**src/core/gp6_pkg.sv**
```systemverilog
// ============================================================
// shared constants and carriers for the six-pin port
// ============================================================
package gp6_pkg;

  localparam int NPIN = 6;

  // ============================================================
  // register byte offsets on the avalon slave
  // ============================================================
  localparam logic [5:0] OFS_PORT_DATA  = 6'h00;
  localparam logic [5:0] OFS_DIRECTION  = 6'h04;
  localparam logic [5:0] OFS_PULL_UP    = 6'h08;
  localparam logic [5:0] OFS_PULL_DOWN  = 6'h0C;
  localparam logic [5:0] OFS_OPEN_DRAIN = 6'h10;
  localparam logic [5:0] OFS_WAKEUP     = 6'h14;
  localparam logic [5:0] OFS_INT_FLAG   = 6'h18;
  localparam logic [5:0] OFS_INT_ENABLE = 6'h1C;
  localparam logic [5:0] OFS_POWER      = 6'h20;
  localparam logic [5:0] OFS_POWER_TWO  = 6'h24;
  localparam logic [5:0] OFS_IR_CTRL    = 6'h28;
  localparam logic [5:0] OFS_TMR_B_CTRL = 6'h2C;
  localparam logic [5:0] OFS_BUZZ_CTRL  = 6'h30;
  localparam logic [5:0] OFS_TMR_SEL    = 6'h34;
  localparam logic [5:0] OFS_READ_TYPE  = 6'h38;
  localparam logic [5:0] OFS_CONFIG     = 6'h3C;
  localparam logic [5:0] OFS_EVT_STAT   = 6'h40;
  localparam logic [5:0] OFS_EVT_MASK   = 6'h44;

  // ============================================================
  // field positions
  // ============================================================
  localparam int BIT_LEVEL_CHANGE = 1;  // int flag / enable
  localparam int BIT_EXT_INT      = 2;
  localparam int BIT_EXT_SELECT   = 6;  // power ctrl
  localparam int BIT_GLOBAL_EN    = 7;  // power ctrl two
  localparam int BIT_IR_ENABLE    = 0;  // ir ctrl
  localparam int BIT_IR_POLARITY  = 2;
  localparam int BIT_PWM_ENABLE   = 7;  // timer b ctrl
  localparam int BIT_BUZZ_ENABLE  = 7;  // buzzer ctrl
  localparam int BIT_TA_CLK_SEL   = 0;  // timer select
  localparam int BIT_TA_LOW_OSC   = 1;
  localparam int BIT_TB_CLK_SEL   = 2;
  localparam int BIT_CFG_EXT_RST  = 0;  // configuration options
  localparam int BIT_CFG_CLK_OUT  = 1;
  localparam int BIT_CFG_PIN2_PWM  = 2;
  localparam int BIT_CFG_PIN2_BUZZ = 3;
  localparam int BIT_CFG_EDGE_FALL = 4;
  localparam int PULL_DOWN_LSB    = 4;
  localparam int OD_FIXED_PIN     = 3;

  // ============================================================
  // reset values and operating modes
  // ============================================================
  localparam logic [5:0] RST_DIRECTION = 6'h3F;  // all inputs
  localparam logic [7:0] RST_BUZZ_CTRL = 8'h0F;
  localparam logic [7:0] RST_CONFIG    = 8'h00;
  localparam logic [1:0] MODE_NORMAL   = 2'h0;
  localparam logic [1:0] MODE_STANDBY  = 2'h2;

  typedef struct packed {
    logic [5:0]  address;
    logic        read;
    logic        write;
    logic [31:0] writedata;
    logic [3:0]  byteenable;
  } gp6_av_req_t;

  typedef struct packed {
    logic [5:0] out;
    logic [5:0] oe;
    logic [5:0] pull_up;
    logic [3:0] pull_down;
  } gp6_pad_t;

  typedef struct packed {
    logic       ack;
    logic [7:0] rdata;
    logic [5:0] port_data;
    logic [5:0] direction;
    logic [5:0] pull_up;
    logic [3:0] pull_down;
    logic [5:0] open_drain;
    logic [5:0] wakeup;
    logic [2:1] int_flag;
    logic [2:1] int_enable;
    logic [7:0] power;
    logic [7:0] power_two;
    logic [2:0] ir_ctrl;
    logic [7:0] tmr_b_ctrl;
    logic [7:0] buzz_ctrl;
    logic [2:0] tmr_sel;
    logic [5:0] read_type;
    logic [7:0] config_opt;
    logic [2:1] evt_stat;
    logic [2:1] evt_mask;
    logic [5:0] sync_a;
    logic [5:0] sync_b;
    logic [5:0] prev;
  } gp6_state_t;

endpackage

```
**src/core/gp6_port.sv**
```systemverilog
// Function
// - six pins, one port data register
// - per-pin direction bit decides direction
// - per-pin pull-up when pin is input
// - pull-downs pins 0-3 from bits 7:4
// - per-pin open-drain; pin 3 always open-drain
// - selected pin change sets level-change flag
// - request needs flag, enable and global enable
// - external interrupt input on pin 0
// - external interrupt masks pin 0 change
// - ir carrier out on pin 1
// - pin 3 low resets when option set
// - instruction clock on pin 4 option
// - pin 2 feeds timer external clocks
// - pwm or buzzer waveform on pin 2
// - read returns pin or output latch
`timescale 1ns/1ps
module gp6_port
  import gp6_pkg::*;
(
  input  wire logic        ref_clk,
  input  wire logic        nrst,
  input  wire gp6_av_req_t av_req,
  output logic [31:0]      av_readdata,
  output logic             av_waitrequest,
  input  wire logic [5:0]  pin_in,
  output gp6_pad_t         pad,
  input  wire logic        ir_carrier_in,
  input  wire logic        pwm_wave_in,
  input  wire logic        buzzer_wave_in,
  input  wire logic        inst_clk_level,
  input  wire logic [1:0]  op_mode,
  output logic             timer_a_ext_clk,
  output logic             timer_b_ext_clk,
  output logic             ext_reset_n,
  output logic             int_req,
  output logic             irq
);

  // ============================================================
  // reset release
  // ============================================================
  logic rst_meta_reg;
  logic rst_n_reg;

  // async assert, release after two edges so no flop sees a runt
  always_ff @(posedge ref_clk or negedge nrst)
  begin
    if (!nrst)
    begin
      rst_meta_reg <= 1'b0;
      rst_n_reg    <= 1'b0;
    end
    else
    begin
      rst_meta_reg <= 1'b1;
      rst_n_reg    <= rst_meta_reg;
    end
  end

  // ============================================================
  // register decode
  // ============================================================
  function automatic logic hit(input logic [5:0] a, input logic [5:0] o);
    hit = (a == o);
  endfunction

  gp6_state_t st_reg;
  gp6_state_t st_next;
  logic       wr_go;
  logic [7:0] wd;
  logic [5:0] alt_en;
  logic [5:0] alt_val;
  logic [5:0] drv_val;
  logic [5:0] is_out;
  logic [5:0] od_eff;
  logic [5:0] lc_mask;
  logic       lc_event;
  logic       ext_event;
  logic       ext_int_select;
  logic       fixed_in3;

  // write lands on the edge where waitrequest is seen low
  assign wr_go = av_req.write && st_reg.ack && av_req.byteenable[0];
  assign wd    = av_req.writedata[7:0];
  assign ext_int_select = st_reg.power[BIT_EXT_SELECT];
  assign fixed_in3 = st_reg.config_opt[BIT_CFG_EXT_RST];

  // ============================================================
  // pin alternate functions
  // ============================================================
  always_comb
  begin
    alt_en  = 6'h00;
    alt_val = 6'h00;
    // carrier gated by latch data, polarity from ir ctrl
    alt_en[1]  = st_reg.ir_ctrl[BIT_IR_ENABLE];
    alt_val[1] = ir_carrier_in &
                 (st_reg.port_data[1] ^ st_reg.ir_ctrl[BIT_IR_POLARITY]);
    // pwm takes precedence if both options were picked
    if (st_reg.tmr_b_ctrl[BIT_PWM_ENABLE] &&
        st_reg.config_opt[BIT_CFG_PIN2_PWM])
    begin
      alt_en[2]  = 1'b1;
      alt_val[2] = pwm_wave_in;
    end
    else if (st_reg.buzz_ctrl[BIT_BUZZ_ENABLE] &&
             st_reg.config_opt[BIT_CFG_PIN2_BUZZ])
    begin
      alt_en[2]  = 1'b1;
      alt_val[2] = buzzer_wave_in;
    end
    alt_en[4]  = st_reg.config_opt[BIT_CFG_CLK_OUT] &&
                 (op_mode == MODE_NORMAL ||
                  op_mode == MODE_STANDBY);
    alt_val[4] = inst_clk_level;
  end

  // ============================================================
  // pad drivers, one slice per pin
  // ============================================================
  genvar gi;
  generate
    for (gi = 0; gi < NPIN; gi++)
    begin : g_pad
      // direction bit high means input
      assign is_out[gi]  = alt_en[gi] ||
                           (!st_reg.direction[gi] &&
                            !(gi == OD_FIXED_PIN && fixed_in3));
      assign drv_val[gi] = alt_en[gi] ? alt_val[gi]
                                      : st_reg.port_data[gi];
      assign od_eff[gi]  = st_reg.open_drain[gi] ||
                           (gi == OD_FIXED_PIN);
      // open drain only pulls low, released high
      assign pad.oe[gi]  = is_out[gi] && (!od_eff[gi] || !drv_val[gi]);
      assign pad.out[gi] = drv_val[gi];
      assign pad.pull_up[gi] = !is_out[gi] && st_reg.pull_up[gi];
      if (gi < 4)
      begin : g_pd
        assign pad.pull_down[gi] = !is_out[gi] &&
                                   st_reg.pull_down[gi];
      end
    end
  endgenerate

  // ============================================================
  // pin-driven side outputs
  // ============================================================
  // only synchronised levels leave the block
  assign ext_reset_n = !(fixed_in3 && !st_reg.sync_b[3]);
  assign timer_a_ext_clk = st_reg.sync_b[2] &&
                           st_reg.tmr_sel[BIT_TA_CLK_SEL] &&
                           !st_reg.tmr_sel[BIT_TA_LOW_OSC];
  assign timer_b_ext_clk = st_reg.sync_b[2] &&
                           st_reg.tmr_sel[BIT_TB_CLK_SEL];

  // ============================================================
  // change and edge detection
  // ============================================================
  // pin 0 is dropped from change watching while it is the ext input
  assign lc_mask   = st_reg.wakeup & ~{5'h00, ext_int_select};
  assign lc_event  = |((st_reg.sync_b ^ st_reg.prev) & lc_mask);
  assign ext_event = ext_int_select &&
                     (st_reg.config_opt[BIT_CFG_EDGE_FALL]
                      ? (st_reg.prev[0] && !st_reg.sync_b[0])
                      : (!st_reg.prev[0] && st_reg.sync_b[0]));

  // ============================================================
  // interrupt outputs
  // ============================================================
  assign int_req = |(st_reg.int_flag & st_reg.int_enable) &&
                   st_reg.power_two[BIT_GLOBAL_EN];
  assign irq     = |(st_reg.evt_stat & st_reg.evt_mask);

  // ============================================================
  // avalon answer
  // ============================================================
  // one wait cycle: cheap decode, no combinational read path
  assign av_waitrequest = (av_req.read || av_req.write) && !st_reg.ack;
  assign av_readdata    = {24'h000000, st_reg.rdata};

  // ============================================================
  // next state
  // ============================================================
  always_comb
  begin
    st_next = st_reg;
    st_next.ack = (av_req.read || av_req.write) && !st_reg.ack;
    // two stages, then one more for the previous sample
    st_next.sync_a = pin_in;
    st_next.sync_b = st_reg.sync_a;
    st_next.prev   = st_reg.sync_b;

    // read capture in the wait cycle
    if (av_req.read && !st_reg.ack)
    begin
      st_next.rdata = 8'h00;
      case (av_req.address)
        OFS_PORT_DATA:  st_next.rdata = {2'h0,
          (st_reg.read_type & st_reg.port_data) |
          (~st_reg.read_type & st_reg.sync_b)};
        OFS_DIRECTION:  st_next.rdata = {2'h0, st_reg.direction};
        OFS_PULL_UP:    st_next.rdata = {2'h0, st_reg.pull_up};
        OFS_PULL_DOWN:  st_next.rdata = {st_reg.pull_down, 4'h0};
        OFS_OPEN_DRAIN: st_next.rdata = {2'h0, st_reg.open_drain};
        OFS_WAKEUP:     st_next.rdata = {2'h0, st_reg.wakeup};
        OFS_INT_FLAG:   st_next.rdata = {5'h00, st_reg.int_flag, 1'b0};
        OFS_INT_ENABLE: st_next.rdata = {5'h00, st_reg.int_enable, 1'b0};
        OFS_POWER:      st_next.rdata = st_reg.power;
        OFS_POWER_TWO:  st_next.rdata = st_reg.power_two;
        OFS_IR_CTRL:    st_next.rdata = {5'h00, st_reg.ir_ctrl};
        OFS_TMR_B_CTRL: st_next.rdata = st_reg.tmr_b_ctrl;
        OFS_BUZZ_CTRL:  st_next.rdata = st_reg.buzz_ctrl;
        OFS_TMR_SEL:    st_next.rdata = {5'h00, st_reg.tmr_sel};
        OFS_READ_TYPE:  st_next.rdata = {2'h0, st_reg.read_type};
        OFS_CONFIG:     st_next.rdata = st_reg.config_opt;
        OFS_EVT_STAT:   st_next.rdata = {5'h00, st_reg.evt_stat, 1'b0};
        OFS_EVT_MASK:   st_next.rdata = {5'h00, st_reg.evt_mask, 1'b0};
        default:        st_next.rdata = 8'h00;
      endcase
    end

    // plain register writes
    if (wr_go)
    begin
      if (hit(av_req.address, OFS_PORT_DATA))  st_next.port_data  = wd[5:0];
      if (hit(av_req.address, OFS_DIRECTION))  st_next.direction  = wd[5:0];
      if (hit(av_req.address, OFS_PULL_UP))    st_next.pull_up    = wd[5:0];
      if (hit(av_req.address, OFS_PULL_DOWN))  st_next.pull_down  = wd[7:4];
      if (hit(av_req.address, OFS_OPEN_DRAIN)) st_next.open_drain = wd[5:0];
      if (hit(av_req.address, OFS_WAKEUP))     st_next.wakeup     = wd[5:0];
      if (hit(av_req.address, OFS_INT_ENABLE)) st_next.int_enable = wd[2:1];
      if (hit(av_req.address, OFS_POWER))      st_next.power      = wd;
      if (hit(av_req.address, OFS_POWER_TWO))  st_next.power_two  = wd;
      if (hit(av_req.address, OFS_IR_CTRL))    st_next.ir_ctrl    = wd[2:0];
      if (hit(av_req.address, OFS_TMR_B_CTRL)) st_next.tmr_b_ctrl = wd;
      if (hit(av_req.address, OFS_BUZZ_CTRL))  st_next.buzz_ctrl  = wd;
      if (hit(av_req.address, OFS_TMR_SEL))    st_next.tmr_sel    = wd[2:0];
      if (hit(av_req.address, OFS_READ_TYPE))  st_next.read_type  = wd[5:0];
      if (hit(av_req.address, OFS_CONFIG))     st_next.config_opt = wd;
      if (hit(av_req.address, OFS_EVT_MASK))   st_next.evt_mask   = wd[2:1];
    end

    // flags: a zero written clears, a fresh event still wins
    if (wr_go && hit(av_req.address, OFS_INT_FLAG))
      st_next.int_flag = st_reg.int_flag & wd[2:1];
    st_next.int_flag[BIT_LEVEL_CHANGE] =
      st_next.int_flag[BIT_LEVEL_CHANGE] | lc_event;
    st_next.int_flag[BIT_EXT_INT] =
      st_next.int_flag[BIT_EXT_INT] | ext_event;

    // event status: write one to clear, set still wins
    if (wr_go && hit(av_req.address, OFS_EVT_STAT))
      st_next.evt_stat = st_reg.evt_stat & ~wd[2:1];
    st_next.evt_stat = st_next.evt_stat | {ext_event, lc_event};
  end

  // ============================================================
  // state register
  // ============================================================
  always_ff @(posedge ref_clk or negedge rst_n_reg)
  begin
    if (!rst_n_reg)
    begin
      st_reg           <= '0;
      st_reg.direction <= RST_DIRECTION;
      st_reg.buzz_ctrl <= RST_BUZZ_CTRL;
      st_reg.config_opt <= RST_CONFIG;
    end
    else
      st_reg <= st_next;
  end
endmodule

```
**config.mk**
```make
export PLATFORM = sky130hd
export DESIGN_NAME = gp6_port
export DESIGN_NICKNAME = d
export VERILOG_FILES = /design/src/core/gp6_pkg.sv /design/src/core/gp6_port.sv
export SDC_FILE = /design/constraint.sdc
export NUM_CORES = 1
export LEC_CHECK = 0
export BUFFER_PORTS_ARGS = -buffer_cell sky130_fd_sc_hd__clkbuf_2
export CAP_MARGIN = 20
export CORE_ASPECT_RATIO = 1.1
export CORE_MARGIN = 2
export CORE_UTILIZATION = 42
export CTS_CLUSTER_SIZE = 10
export DETAILED_ROUTE_END_ITERATION = 8
export HOLD_SLACK_MARGIN = 0.05
export PLACE_DENSITY_LB_ADDON = 0.05
export SYNTH_ARGS = -nofsm -noshare
export SYNTH_HDL_FRONTEND = slang
export SYNTH_SLANG_ARGS = --single-unit
```
**constraint.sdc**
```tcl
create_clock -name ref_clk -period 4.4 [get_ports ref_clk]
set_input_delay 0.22 -clock ref_clk [delete_from_list [all_inputs] [get_ports ref_clk]]
set_output_delay 0.22 -clock ref_clk [all_outputs]
set_load 0.02 [all_outputs]
```
; Word level (Yosys, flattened, before mapping)
; Cells that the tools add are included.
[word_totals]
reg_bits = 123
latchBits = 0
ram_bits = 0
rom_bits = 0
elab_cells = 162
n_memories = 0
[classes]
add_sub_neg = 0
n_mul = 0
div = 0
n_lt_le_gt_ge = 0
n_eq_ne = 16
shifts = 0
mux = 11
bitwise_logic = 18
reduce_logical = 92
[ops]
columns = op, n
row1 = case mux 8 bit (16 select lines), 1
row2 = "== test 6 bit, second input constant", 8
row3 = logical AND 1 bit, 34
row4 = AND reduction 2 bit, 15
row5 = logical NOT 1 bit, 28
row6 = AND 6 bit, 4
row7 = "== test 6 x 5 -> 1 bit, second input constant", 4
row8 = "== test 6 x 4 -> 1 bit, second input constant", 2
row9 = logical OR 1 bit, 10
row10 = AND 2 bit, 4
row11 = two-way mux 1 bit, 8
row12 = "== test 6 x 3 -> 1 bit, second input constant", 1
row13 = logical NOT 6 bit, 1
row14 = inverter 1 -> 6 bit, 1
row15 = inverter 6 bit, 1
row16 = OR 6 bit, 1
row17 = OR reduction 6 bit, 1
row18 = XOR 6 bit, 1
row19 = two-way mux 2 bit, 2
row20 = OR reduction 2 bit, 2
row21 = "== test 2 bit, second input constant", 1
row22 = logical NOT 2 bit, 1
row23 = inverter 2 bit, 1
row24 = OR 1 bit, 2
row25 = other kinds (3), 3

; Logic depth before layout (Yosys ltp)
; Gate-level depths: netlist of the first run.
[logic_depth]
ltp_word = 7
ltp_mapped = 7
depth_no_buf = 6

; Least setup slack after synthesis of the first run
; No wires, ideal clock.
[synth_path]
path_type = input to register
start = input port av_req[39] in the netlist's numbering
end = register st_reg[92] in the netlist's numbering
setup_time_ns = 0.125
arrival_ns = 1.614
setup_slack_ns = 2.661
cell_stages = 5
path_cell_list = buf_6 -> or4_1 -> buf_6 -> nor3_4 -> mux2_2
[synth_between]
elab_chain_len = 2
[synth_rtl]
columns = item, line
row1 = from (decl), gp6_port.sv:23  ; input wire gp6_av_req_t av_req,
row2 = == test 6 x 4 -> 1 bit, gp6_port.sv:65  ; hit = (a == o);
row3 = AND reduction 2 bit (no source line), --
row4 = to (signal assigned), gp6_port.sv:271  ; st_reg <= st_next;
row5 = to (decl), gp6_port.sv:68  ; gp6_state_t st_reg;
; Every way passes these cells.
; A chain may end at the register's enable or synchronous reset.

; Worst setup path in the final report of the first run
[layout_path]
start = input port av_req[41] in the netlist's numbering
end = register st_reg, in the netlist pad[16]
[layout_between]
elab_chain_len = 2
[layout_rtl]
columns = item, line
row1 = logical NOT 6 bit, gp6_port.sv:65
row2 = AND reduction 2 bit (no source line), --
; Every way passes these cells.

==> flow_summary_export.csv, run 1 <==
group,metric,value,unit
worst_hold_path,hp-start,"av_req[37]",
pwr,powerDensity,409,nW/um2
cts,clock_sinks,123,
setup_path,reg2reg_from,"st_reg[120]",
cts,cts-buffers-inserted,17,
setup_path,worstPathArrival,2.59,ns
detailed_routing,ant_nets,0,
worst_hold_path,min_path_type,"in2reg",
detailed_routing,wl_met3,1010,um
detailed_routing,via_count,4133,
setup_path,crit_required,4.70,ns
detailed_routing,drtIter0Drc,252,
timing,post-route-min-period,2.28,ns
yosys,netlist_area,6020,um2
detailed_routing,wire_per_inst,21.9,um
global_routing,grt_max_degree,66,
floorplan,die_height,130,um
place,dpl.hpwl,11100,um
timing,hold_violations,0,
place,gp_congestion,0.863,
detailed_routing,drt_wl_total,16500,um
detailed_routing,drt_pass1_iterations,4,
cts,cts_tree,"yes",
global_routing,grt_pass1_vias,4163,
detailed_routing,wl_met2,7920,um
yosys,synth_edf_count,0,
timing,final.setup.tns,0,ns
layout,area_growth,16.1,%
place,dp_slack,1.69,ns
timing,rsz0062_at_grt,"false",
yosys,yosysMostFrequentCell,"dfrtp_1",
layout,largest_reg_flops,90,
layout,final_nets,609,
place,placement.io_buffers,65,
yosys,ys_dominant_reg_cell,"dfrtp_1",
global_routing,grt_pass1_wl,25500,um
timing,max_slew_margin,35.3,%
setup_path,critPathMaxFanout,20,
cts,clk_pin_slew_worst_paths,0.05,ns
run_status,status,"complete, no violations",
yosys,postSynthAreaPerCell,12.4,um2
timing,max_freq,438,MHz
pwr,peakVddDrop,0.000213,V
yosys,ys_ff_latch,123,
global_routing,grt_usage,22.9,%
yosys,synthArstFlopShare,100,%
floorplan,die_w,118,um
layout,drive_gt1_share,40.2,%
cts,ctsResizeCount,0,
setup_path,startpoint,"av_req[41]",
yosys,yosysTopAreaCellShare,47.0,%
global_routing,antenna_found_initial,0,
setup_path,end_kind,"register",
detailed_routing,drc,0,
timing,skew,0.00657,ns
yosys,yosys.area.top_type,"dfrtp_1",
yosys,yosys_warnings,0,
floorplan,start_util,43.3,%
job,maxCapViolations,0,
setup_path,slowest_delay,0.65,ns
setup_path,critPathSlowestCell,"nor2_2",
yosys,ys_types,54,
setup_path,path_common_cell,"nor2_2",
cts,ctsRootBufferMaster,"clkbuf_16",
timing,holdWs,0.0712,ns
yosys,ys_seq_area_share,51.4,%
timing,period_share,51.8,%
timing,setup_slack,2.12,ns
floorplan,core,13900,um2
setup_path,cp-start-kind,"input pin",
yosys,yosys-top-cells-count,"113 x dfrtp_1, 99 x mux2_2, 35 x buf_4",
cts,clock_latency,0.42,ns
cts,cts.path.max_buffers,2,
detailed_routing,routed.top_layer,"met4",
global_routing,grt-ovfl-total,0,
timing,setup_viol_count_final,0,
detailed_routing,vias_per_cell,5.51,
cts,h-tree-depth,4,
pwr,leakage,3.30,nW
detailed_routing,wl_met1,7030,um
floorplan,ioPinCount,118,
floorplan,die_area,15300,um2
setup_path,worstSetupPathType,"in2reg",
floorplan,num_rows,45,
setup_path,crit_path_cell_trace,"clkbuf_2, nor2_2, buf_4, nand2_1, nor2_2, mux2_2",
timing,worst_pin_slew,0.965,ns
timing,slew_viol_final,0,
layout,insertedDiodeCount,0,
yosys,ys_top_cells_by_area,"dfrtp_1 47%, mux2_2 19%, buf_4 4.4%",
yosys,syn_inst,487,
-- placed cells by master, fill, tap and decap left out, types with 3 or more instances in the layout --
cell type	synthesis	routed
mux2_2	99	99
dfstp_2	10	10
clkbuf_1	11	3
inv_1	5	5
mux2i_1	13	13
nor2_1	12	11
a21oi_1	17	17
nand3_1	22	22
a21o_1	3	3
nand2_1	16	16
buf_4	35	6
o21a_1	3	3
dlygate4sd3_1	0	7
nor3_1	6	6
and3_1	6	6
clkbuf_2	0	65
o21ai_0	12	12
clkbuf_16	0	17
conb_1	2	25
clkinv_2	0	6
dfrtp_1	113	112
a22o_1	5	5
nand2b_1	4	4
a22oi_1	12	12
xor2_1	5	5
nor2_2	2	3
a32oi_1	8	8
a31oi_1	5	5
clkbuf_8	0	4
nor2b_1	5	5
and2_1	11	11
-- kinds of logic after synthesis --
group	after synthesis	share of synthesized area, %
buf+inv	63	6.65
mux	114	21.4
other cells	2	0.125
fa+ha+maj	2	0.416
simple gates	101	10.5
flops	123	51.4
compound gates	77	8.75
xor+xnor	5	0.728
-- final timing paths --
check | cells after the start | end | slack [ns]
hold reg to reg | 0 | st_next[2] | 0.35
max in group asynchronous | 1 | st_reg[41] | 2.94
setup / recovery | 6 | pad[16] | 2.12
setup reg to reg | 4 | av_readdata[2] | 2.25
min in group asynchronous | 2 | rst_meta_reg | 0.11
hold / removal | 3 | st_reg[120] | 0.07
-- where the power goes --
group | internal (mW) | switching, mW | leakage, nW
registers | 1.19 | 0.0578 | 1.60
clock network | 0.886 | 0.484 | 0.294
logic | 0.0895 | 0.143 | 1.41
-- routing by layer --
layer,track usage [%],up-vias
met5,0,-
met4,11.6,0
met3,5.24,41
met2,36.2,157
met1,29.7,2090
li1,-,1845
-- area by class of cell --
cell class / instances / area [um2]
multi-input combinational: 324 / 2620
inverter: 5 / 18.8
tap: 188 / 235
sequential: 123 / 3090
timing repair buffer: 78 / 440
clock inverter: 8 / 90.1
fill: 1285 / 6920
clock buffer: 24 / 492
-- worst max-delay path: cells and delay by family --
| family | cells | cell delay, ns |
|---|---|---|
| muxes | 1 | 0.40 |
| and+or+nand+nor | 3 | 1.34 |
| buffers and inverters | 2 | 0.61 |
-- through the flow --
stage | std cells | power [mW] | instance area [um2] | util (%)
2_1_floorplan | 510 | 1.43 | 6100 | -
3_3_place_gp | 711 | 1.50 | 6330 | 45.6
3_5_place_dp | 711 | 1.50 | 6330 | 45.6
4_1_cts | 750 | 2.88 | 6990 | 50.2
5_1_grt | 750 | 2.96 | 6990 | 50.2
6_report | 750 | 2.85 | 6990 | 50.2
-- repair_timing --
action,4_1_cts,5_1_grt
hold endpoints to repair,8,0
hold buffers,7,0
setup buffers,0,0
Note: power is estimated with default switching activity, not from simulation.
==> inputs of run 2 (changes only) <==
==> constraint.sdc (replaced) <==
create_clock -name ref_clk -period 2.3 [get_ports ref_clk]
set_input_delay 0.115 -clock ref_clk [delete_from_list [all_inputs] [get_ports ref_clk]]
set_output_delay 0.115 -clock ref_clk [all_outputs]
set_load 0.02 [all_outputs]
==> run 2 against run 1 <==
Compared with the run above: total power rose by 98%; highest routed layer unchanged; largest cell class unchanged; critical endpoint is now st_reg[64]; clock skew fell by 0.00058 ns; worst setup slack got worse by 1.7 ns; combinational power rose by 110%; first-iteration DRC count fell by 6.3%; critical path depth fell by 1; die area did not move.
==> flow_summary_export.csv, run 2 (synthesis results as in run 1) <==
group,metric,value,unit
setup_path,cp-start-kind,"register",
setup_path,crit_family,"simple AND/OR/NAND/NOR gates",
floorplan,core,13900,um2
floorplan,start_util,43.3,%
layout,final_cells,788,
setup_path,cp_num_cells,5,
floorplan,num_rows,45,
setup_path,end_kind,"register",
layout,postLayoutCoreUtil,52.9,%
cts,ctsRootBufferMaster,"clkbuf_16",
detailed_routing,vias_per_cell,5.49,
setup_path,reg2reg_from,"st_reg[120]",
timing,period_share,81.7,%
global_routing,grt_pass1_vias,4294,
floorplan,die_w,118,um
setup_path,critPathSlowestCell,"dfrtp_1",
layout,insertedDiodeCount,0,
timing,post-route-min-period,1.88,ns
cts,cts_tree,"yes",
layout,drive_gt1_share,42.8,%
pwr,power,5.66,mW
place,dpl.hpwl,12300,um
setup_path,r2r_slack,0.42,ns
cts,cts.path.max_buffers,2,
timing,final.setup.tns,0,ns
layout,multi_input_area,2610,um2
timing,skew,0.00599,ns
global_routing,grt-ovfl-total,0,
global_routing,grt_usage,23.9,%
pwr,peakVddDrop,0.000411,V
timing,holdWs,0.122,ns
layout,mostFrequentLayoutCells,"112 x dfrtp_1, 99 x mux2_2, 65 x clkbuf_2",
layout,nFillCells,1253,
job,maxCapViolations,0,
global_routing,grt_pass1_wl,26600,um
detailed_routing,drt_pass1_iterations,5,
layout,mostFrequentLayoutCell,"dfrtp_1",
cts,clock_sinks,123,
layout,final_nets,647,
setup_path,endpoint,"st_reg[64]",
worst_hold_path,min_path_type,"in2reg",
place,dpl.cell_count,744,
place,placement.io_buffers,65,
layout,area_growth,22.2,%
timing,worst_pin_slew,0.727,ns
run_status,status,"complete, no violations",
setup_path,worstPathArrival,2.19,ns
place,dp_slack,0.285,ns
cts,h-tree-depth,4,
place,gp_congestion,0.883,
layout,ff_latch_area,3090,um2
floorplan,die_height,130,um
setup_path,crit_buf_inv,1,
place,placed_area,6620,um2
layout,final_cell_area,7350,um2
cts,clock_latency,0.42,ns
global_routing,antenna_found_initial,0,
setup_path,crit_path_cell_trace,"and3_1, nand2_1, nor2_2, buf_12, mux2_2",
setup_path,crit_required,2.61,ns
cts,cts-buffers-inserted,17,
pwr,powerDensity,770,nW/um2
setup_path,reg2regPathDepth,5,
setup_path,critPathMaxFanout,6,
pwr,leakage,3.50,nW
detailed_routing,drc,0,
timing,slew_viol_final,0,
timing,setup_slack,0.422,ns
detailed_routing,ant_nets,0,
floorplan,die_area,15300,um2
cts,clk_pin_slew_worst_paths,0.05,ns
timing,max_freq,532,MHz
layout,largest_reg_flops,90,
floorplan,ioPinCount,118,
timing,max_slew_margin,51.1,%
timing,setup_viol_count_final,0,
timing,rsz0062_at_grt,"false",
detailed_routing,drt_wl_total,17300,um
detailed_routing,wire_per_inst,22.0,um
cts,ctsResizeCount,0,
setup_path,startpoint,"st_reg[120]",
setup_path,slowest_delay,0.38,ns
detailed_routing,drtIter0Drc,236,
detailed_routing,via_count,4326,
timing,hold_violations,0,
setup_path,worstSetupPathType,"reg2reg",
setup_path,r2r_end,"st_reg[64]",
global_routing,grt_max_degree,62,
## run 2: cell types whose count changed in the layout (fill, tap and decap cells not counted), sizes merged
cell         before  now
clkinv            6    2
clkinvlp          0    1
clkbuf           89   91
buf               6   39
bufinv            2    3
dlygate4sd3       7   12
## run 2: what timing repair did
item | CTS | global route
hold endpoints to repair | 21 | 0
buffers inserted | 0 | 0
hold buffers | 12 | 0
## run 2: area by class of cell
cell class                      count  area share [%]
Clock inverter                      6            1.46
Sequential cell                   123            42.1
Timing Repair Buffer              116            10.5
Clock buffer                       26            6.92
Inverter                            5           0.255
Tap cell                          188            3.20
Multi-Input combinational cell    324            35.5
## run 2: metal layers
metal	wire, um	up-vias	global-route usage [%]
met5	0	-	0
met1	7580	2221	31.2
met3	855	31	4.09
met2	8530	151	39.5
li1	-	1923	-
met4	392	0	10.8
## run 2: worst min path at each step
stage,start,end,slack (ns),cells past startpoint
after global placement,nrst,rst_meta_reg,-0.1,1
after global routing,av_req[9],od_eff[5],0.14,2
final,av_req[9],od_eff[5],0.12,2
after floorplan,nrst,rst_meta_reg,-0.18,0
after CTS,av_req[9],pad[21],0.10,2
after detailed placement,nrst,rst_meta_reg,-0.1,1
## run 2: worst reg2reg max path, cell delays in order, from the launching register on
cell	delay (ns)
dfrtp_1	0.38
and3_1	0.36
nand2_1	0.20
nor2_2	0.31
buf_12	0.18
mux2_2	0.34
## run 2: report_power, final
| part | total [mW] | leakage [nW] | internal, mW | switching [mW] |
|---|---|---|---|---|
| combinational | 0.491 | 1.60 | 0.197 | 0.293 |
| clock | 2.78 | 0.301 | 1.84 | 0.939 |
| sequential | 2.39 | 1.60 | 2.29 | 0.101 |
==> inputs of run 3 (changes only) <==
==> constraint.sdc (replaced) <==
create_clock -name ref_clk -period 1.85 [get_ports ref_clk]
set_input_delay 0.0925 -clock ref_clk [delete_from_list [all_inputs] [get_ports ref_clk]]
set_output_delay 0.0925 -clock ref_clk [all_outputs]
set_load 0.02 [all_outputs]
==> run 3 against run 2 <==
Compared with the run above: register-to-register slack got worse by 0.32 ns; hold slack improved by 0.011 ns; utilization increased by 0.84 points; combinational power increased by 34%; cell count increased by 2.3%; sequential cell count unchanged; design area increased by 1.6%; highest routed layer unchanged.
==> flow_summary_export.csv, run 3 (synthesis results as in run 1) <==
group,metric,value,unit
layout,final_cells,806,
setup_path,crit_required,2.15,ns
pwr,switching_share,23.7,%
timing,period_share,94.4,%
pwr,clkPwrFrac,47.6,%
timing,hold_violations,0,
timing,holdWs,0.133,ns
cts,ctsHoldBuffers,12,
setup_path,crit_path_cell_trace,"and3_1, buf_4, nand3_1, mux2_2",
setup_path,worstPathArrival,2.04,ns
setup_path,critPathMaxFanout,6,
place,placed_area,6760,um2
layout,largest_reg_flops,90,
layout,insertedDiodeCount,0,
cts,ctsRootBufferMaster,"clkbuf_16",
floorplan,die_height,130,um
layout,nFillCells,1257,
cts,h-tree-depth,4,
pwr,peakVddDrop,0.000581,V
place,dpl.hpwl,12500,um
setup_path,crit_buf_inv,1,
layout,mostFrequentLayoutCells,"112 x dfrtp_1, 99 x mux2_2, 65 x clkbuf_2",
cts,clk_pin_slew_worst_paths,0.06,ns
job,maxCapViolations,0,
layout,drive_gt1_share,44.7,%
cts,ctsResizeCount,0,
floorplan,core,13900,um2
timing,worst_pin_slew,0.604,ns
detailed_routing,drt_wl_total,17000,um
place,gp_congestion,0.921,
cts,clock_sinks,123,
floorplan,ioPinCount,118,
detailed_routing,drtIter0Drc,228,
setup_path,end_kind,"register",
timing,rsz0062_at_grt,"false",
timing,setup_slack,0.104,ns
run_status,status,"complete, no violations",
global_routing,grt_pass1_vias,4309,
floorplan,start_util,43.3,%
timing,skew,0.00625,ns
cts,clock_latency,0.41,ns
global_routing,grt_max_degree,72,
floorplan,num_rows,45,
detailed_routing,drc,0,
place,placement.io_buffers,65,
place,dp_slack,-0.0809,ns
setup_path,slowest_delay,0.40,ns
setup_path,worstSetupPathType,"reg2reg",
detailed_routing,wire_per_inst,21.0,um
cts,cts_tree,"yes",
worst_hold_path,min_path_type,"in2reg",
detailed_routing,vias_per_cell,5.39,
floorplan,die_area,15300,um2
cts,cts-buffers-inserted,17,
detailed_routing,drt_pass1_iterations,5,
pwr,leakage,3.58,nW
layout,area_growth,24.1,%
timing,setup_viol_count_final,0,
global_routing,antenna_found_initial,0,
timing,post-route-min-period,1.75,ns
pwr,seq_power_share,42.8,%
detailed_routing,via_count,4343,
setup_path,critPathSlowestCell,"mux2_2",
global_routing,grt_usage,23.4,%
pwr,powerDensity,922,nW/um2
pwr,p_int,5.26,mW
setup_path,cp-start-kind,"register",
layout,mostFrequentLayoutCell,"dfrtp_1",
layout,final_cell_area,7470,um2
layout,final_nets,666,
cts,cts.path.max_buffers,2,
detailed_routing,ant_nets,0,
pwr,combPwrFrac,9.5,%
setup_path,crit_family,"simple AND/OR/NAND/NOR gates",
pwr,power_switching,1.63,mW
global_routing,grt_pass1_wl,26200,um
global_routing,grt-ovfl-total,0,
cts,post_cts_buffers,0,
timing,max_slew_margin,58.7,%
floorplan,die_w,118,um
timing,max_freq,573,MHz
timing,final.setup.tns,0,ns
timing,slew_viol_final,0,
place,dpl.cell_count,763,
## run 3: changes by cell type in the layout (fill, tap and decap cells not counted)
| cell | change |
|---|---|
| clkinvlp_4 | +1 |
| bufinv_16 | -1 |
| buf_4 | +19 |
| clkbuf_1 | -1 |
## run 3: worst paths after layout
path	slack [ns]	cells after the start	endpoint	from
worst max-delay path	0.10	4	st_reg[81]	st_reg[120]
worst min-delay path	0.13	2	st_reg[99]	av_req[9]
worst max register to register	0.10	4	st_reg[81]	st_reg[120]
worst min register to register	0.32	1	st_next[10]	rst_n_reg
max in group asynchronous	1.12	1	st_reg[102]	rst_n_reg
min in group asynchronous	0.32	1	st_next[10]	rst_n_reg
## run 3: layout make-up
type                            count  area (um2)  area share [%]
Tap cell                          188         235            3.15
Clock inverter                      6        85.1            1.14
Sequential cell                   123        3090            41.4
Timing Repair Buffer              135         918            12.3
Inverter                            5        18.8           0.251
Multi-Input combinational cell    324        2610            35.0
Clock buffer                       25         505            6.77
## run 3: metal layers
metal  GRT usage (%)  vias to the layer above  routed length (um)
met2            37.7                      158                8290
met5               0                        -                   0
met4            8.72                        0                 276
met1            31.0                     2193                7470
met3            5.37                       17                 923
li1                -                     1975                   -
## run 3: metrics by stage
stage | utilization (%) | power [mW]
finish | 53.7 | 6.89
detailed placement | 48.6 | 3.64
CTS | 53.7 | 6.97
global placement | 48.6 | 3.62
global route | 53.7 | 7.18
floorplan | - | 3.40
## run 3: worst register-to-register path, cell delays in order (launching register included)
cell and delay, ns:
dfrtp_1 0.38, and3_1 0.33, buf_4 0.19, nand3_1 0.32, mux2_2 0.41
## run 3: power by group through the flow
stage	registers, mW	logic [mW]	clock network [mW]
CTS	2.95	0.660	3.36
global route	2.97	0.712	3.50
detailed placement	3.00	0.638	0
floorplan	2.99	0.416	0
global placement	2.99	0.630	0
finish	2.95	0.656	3.28
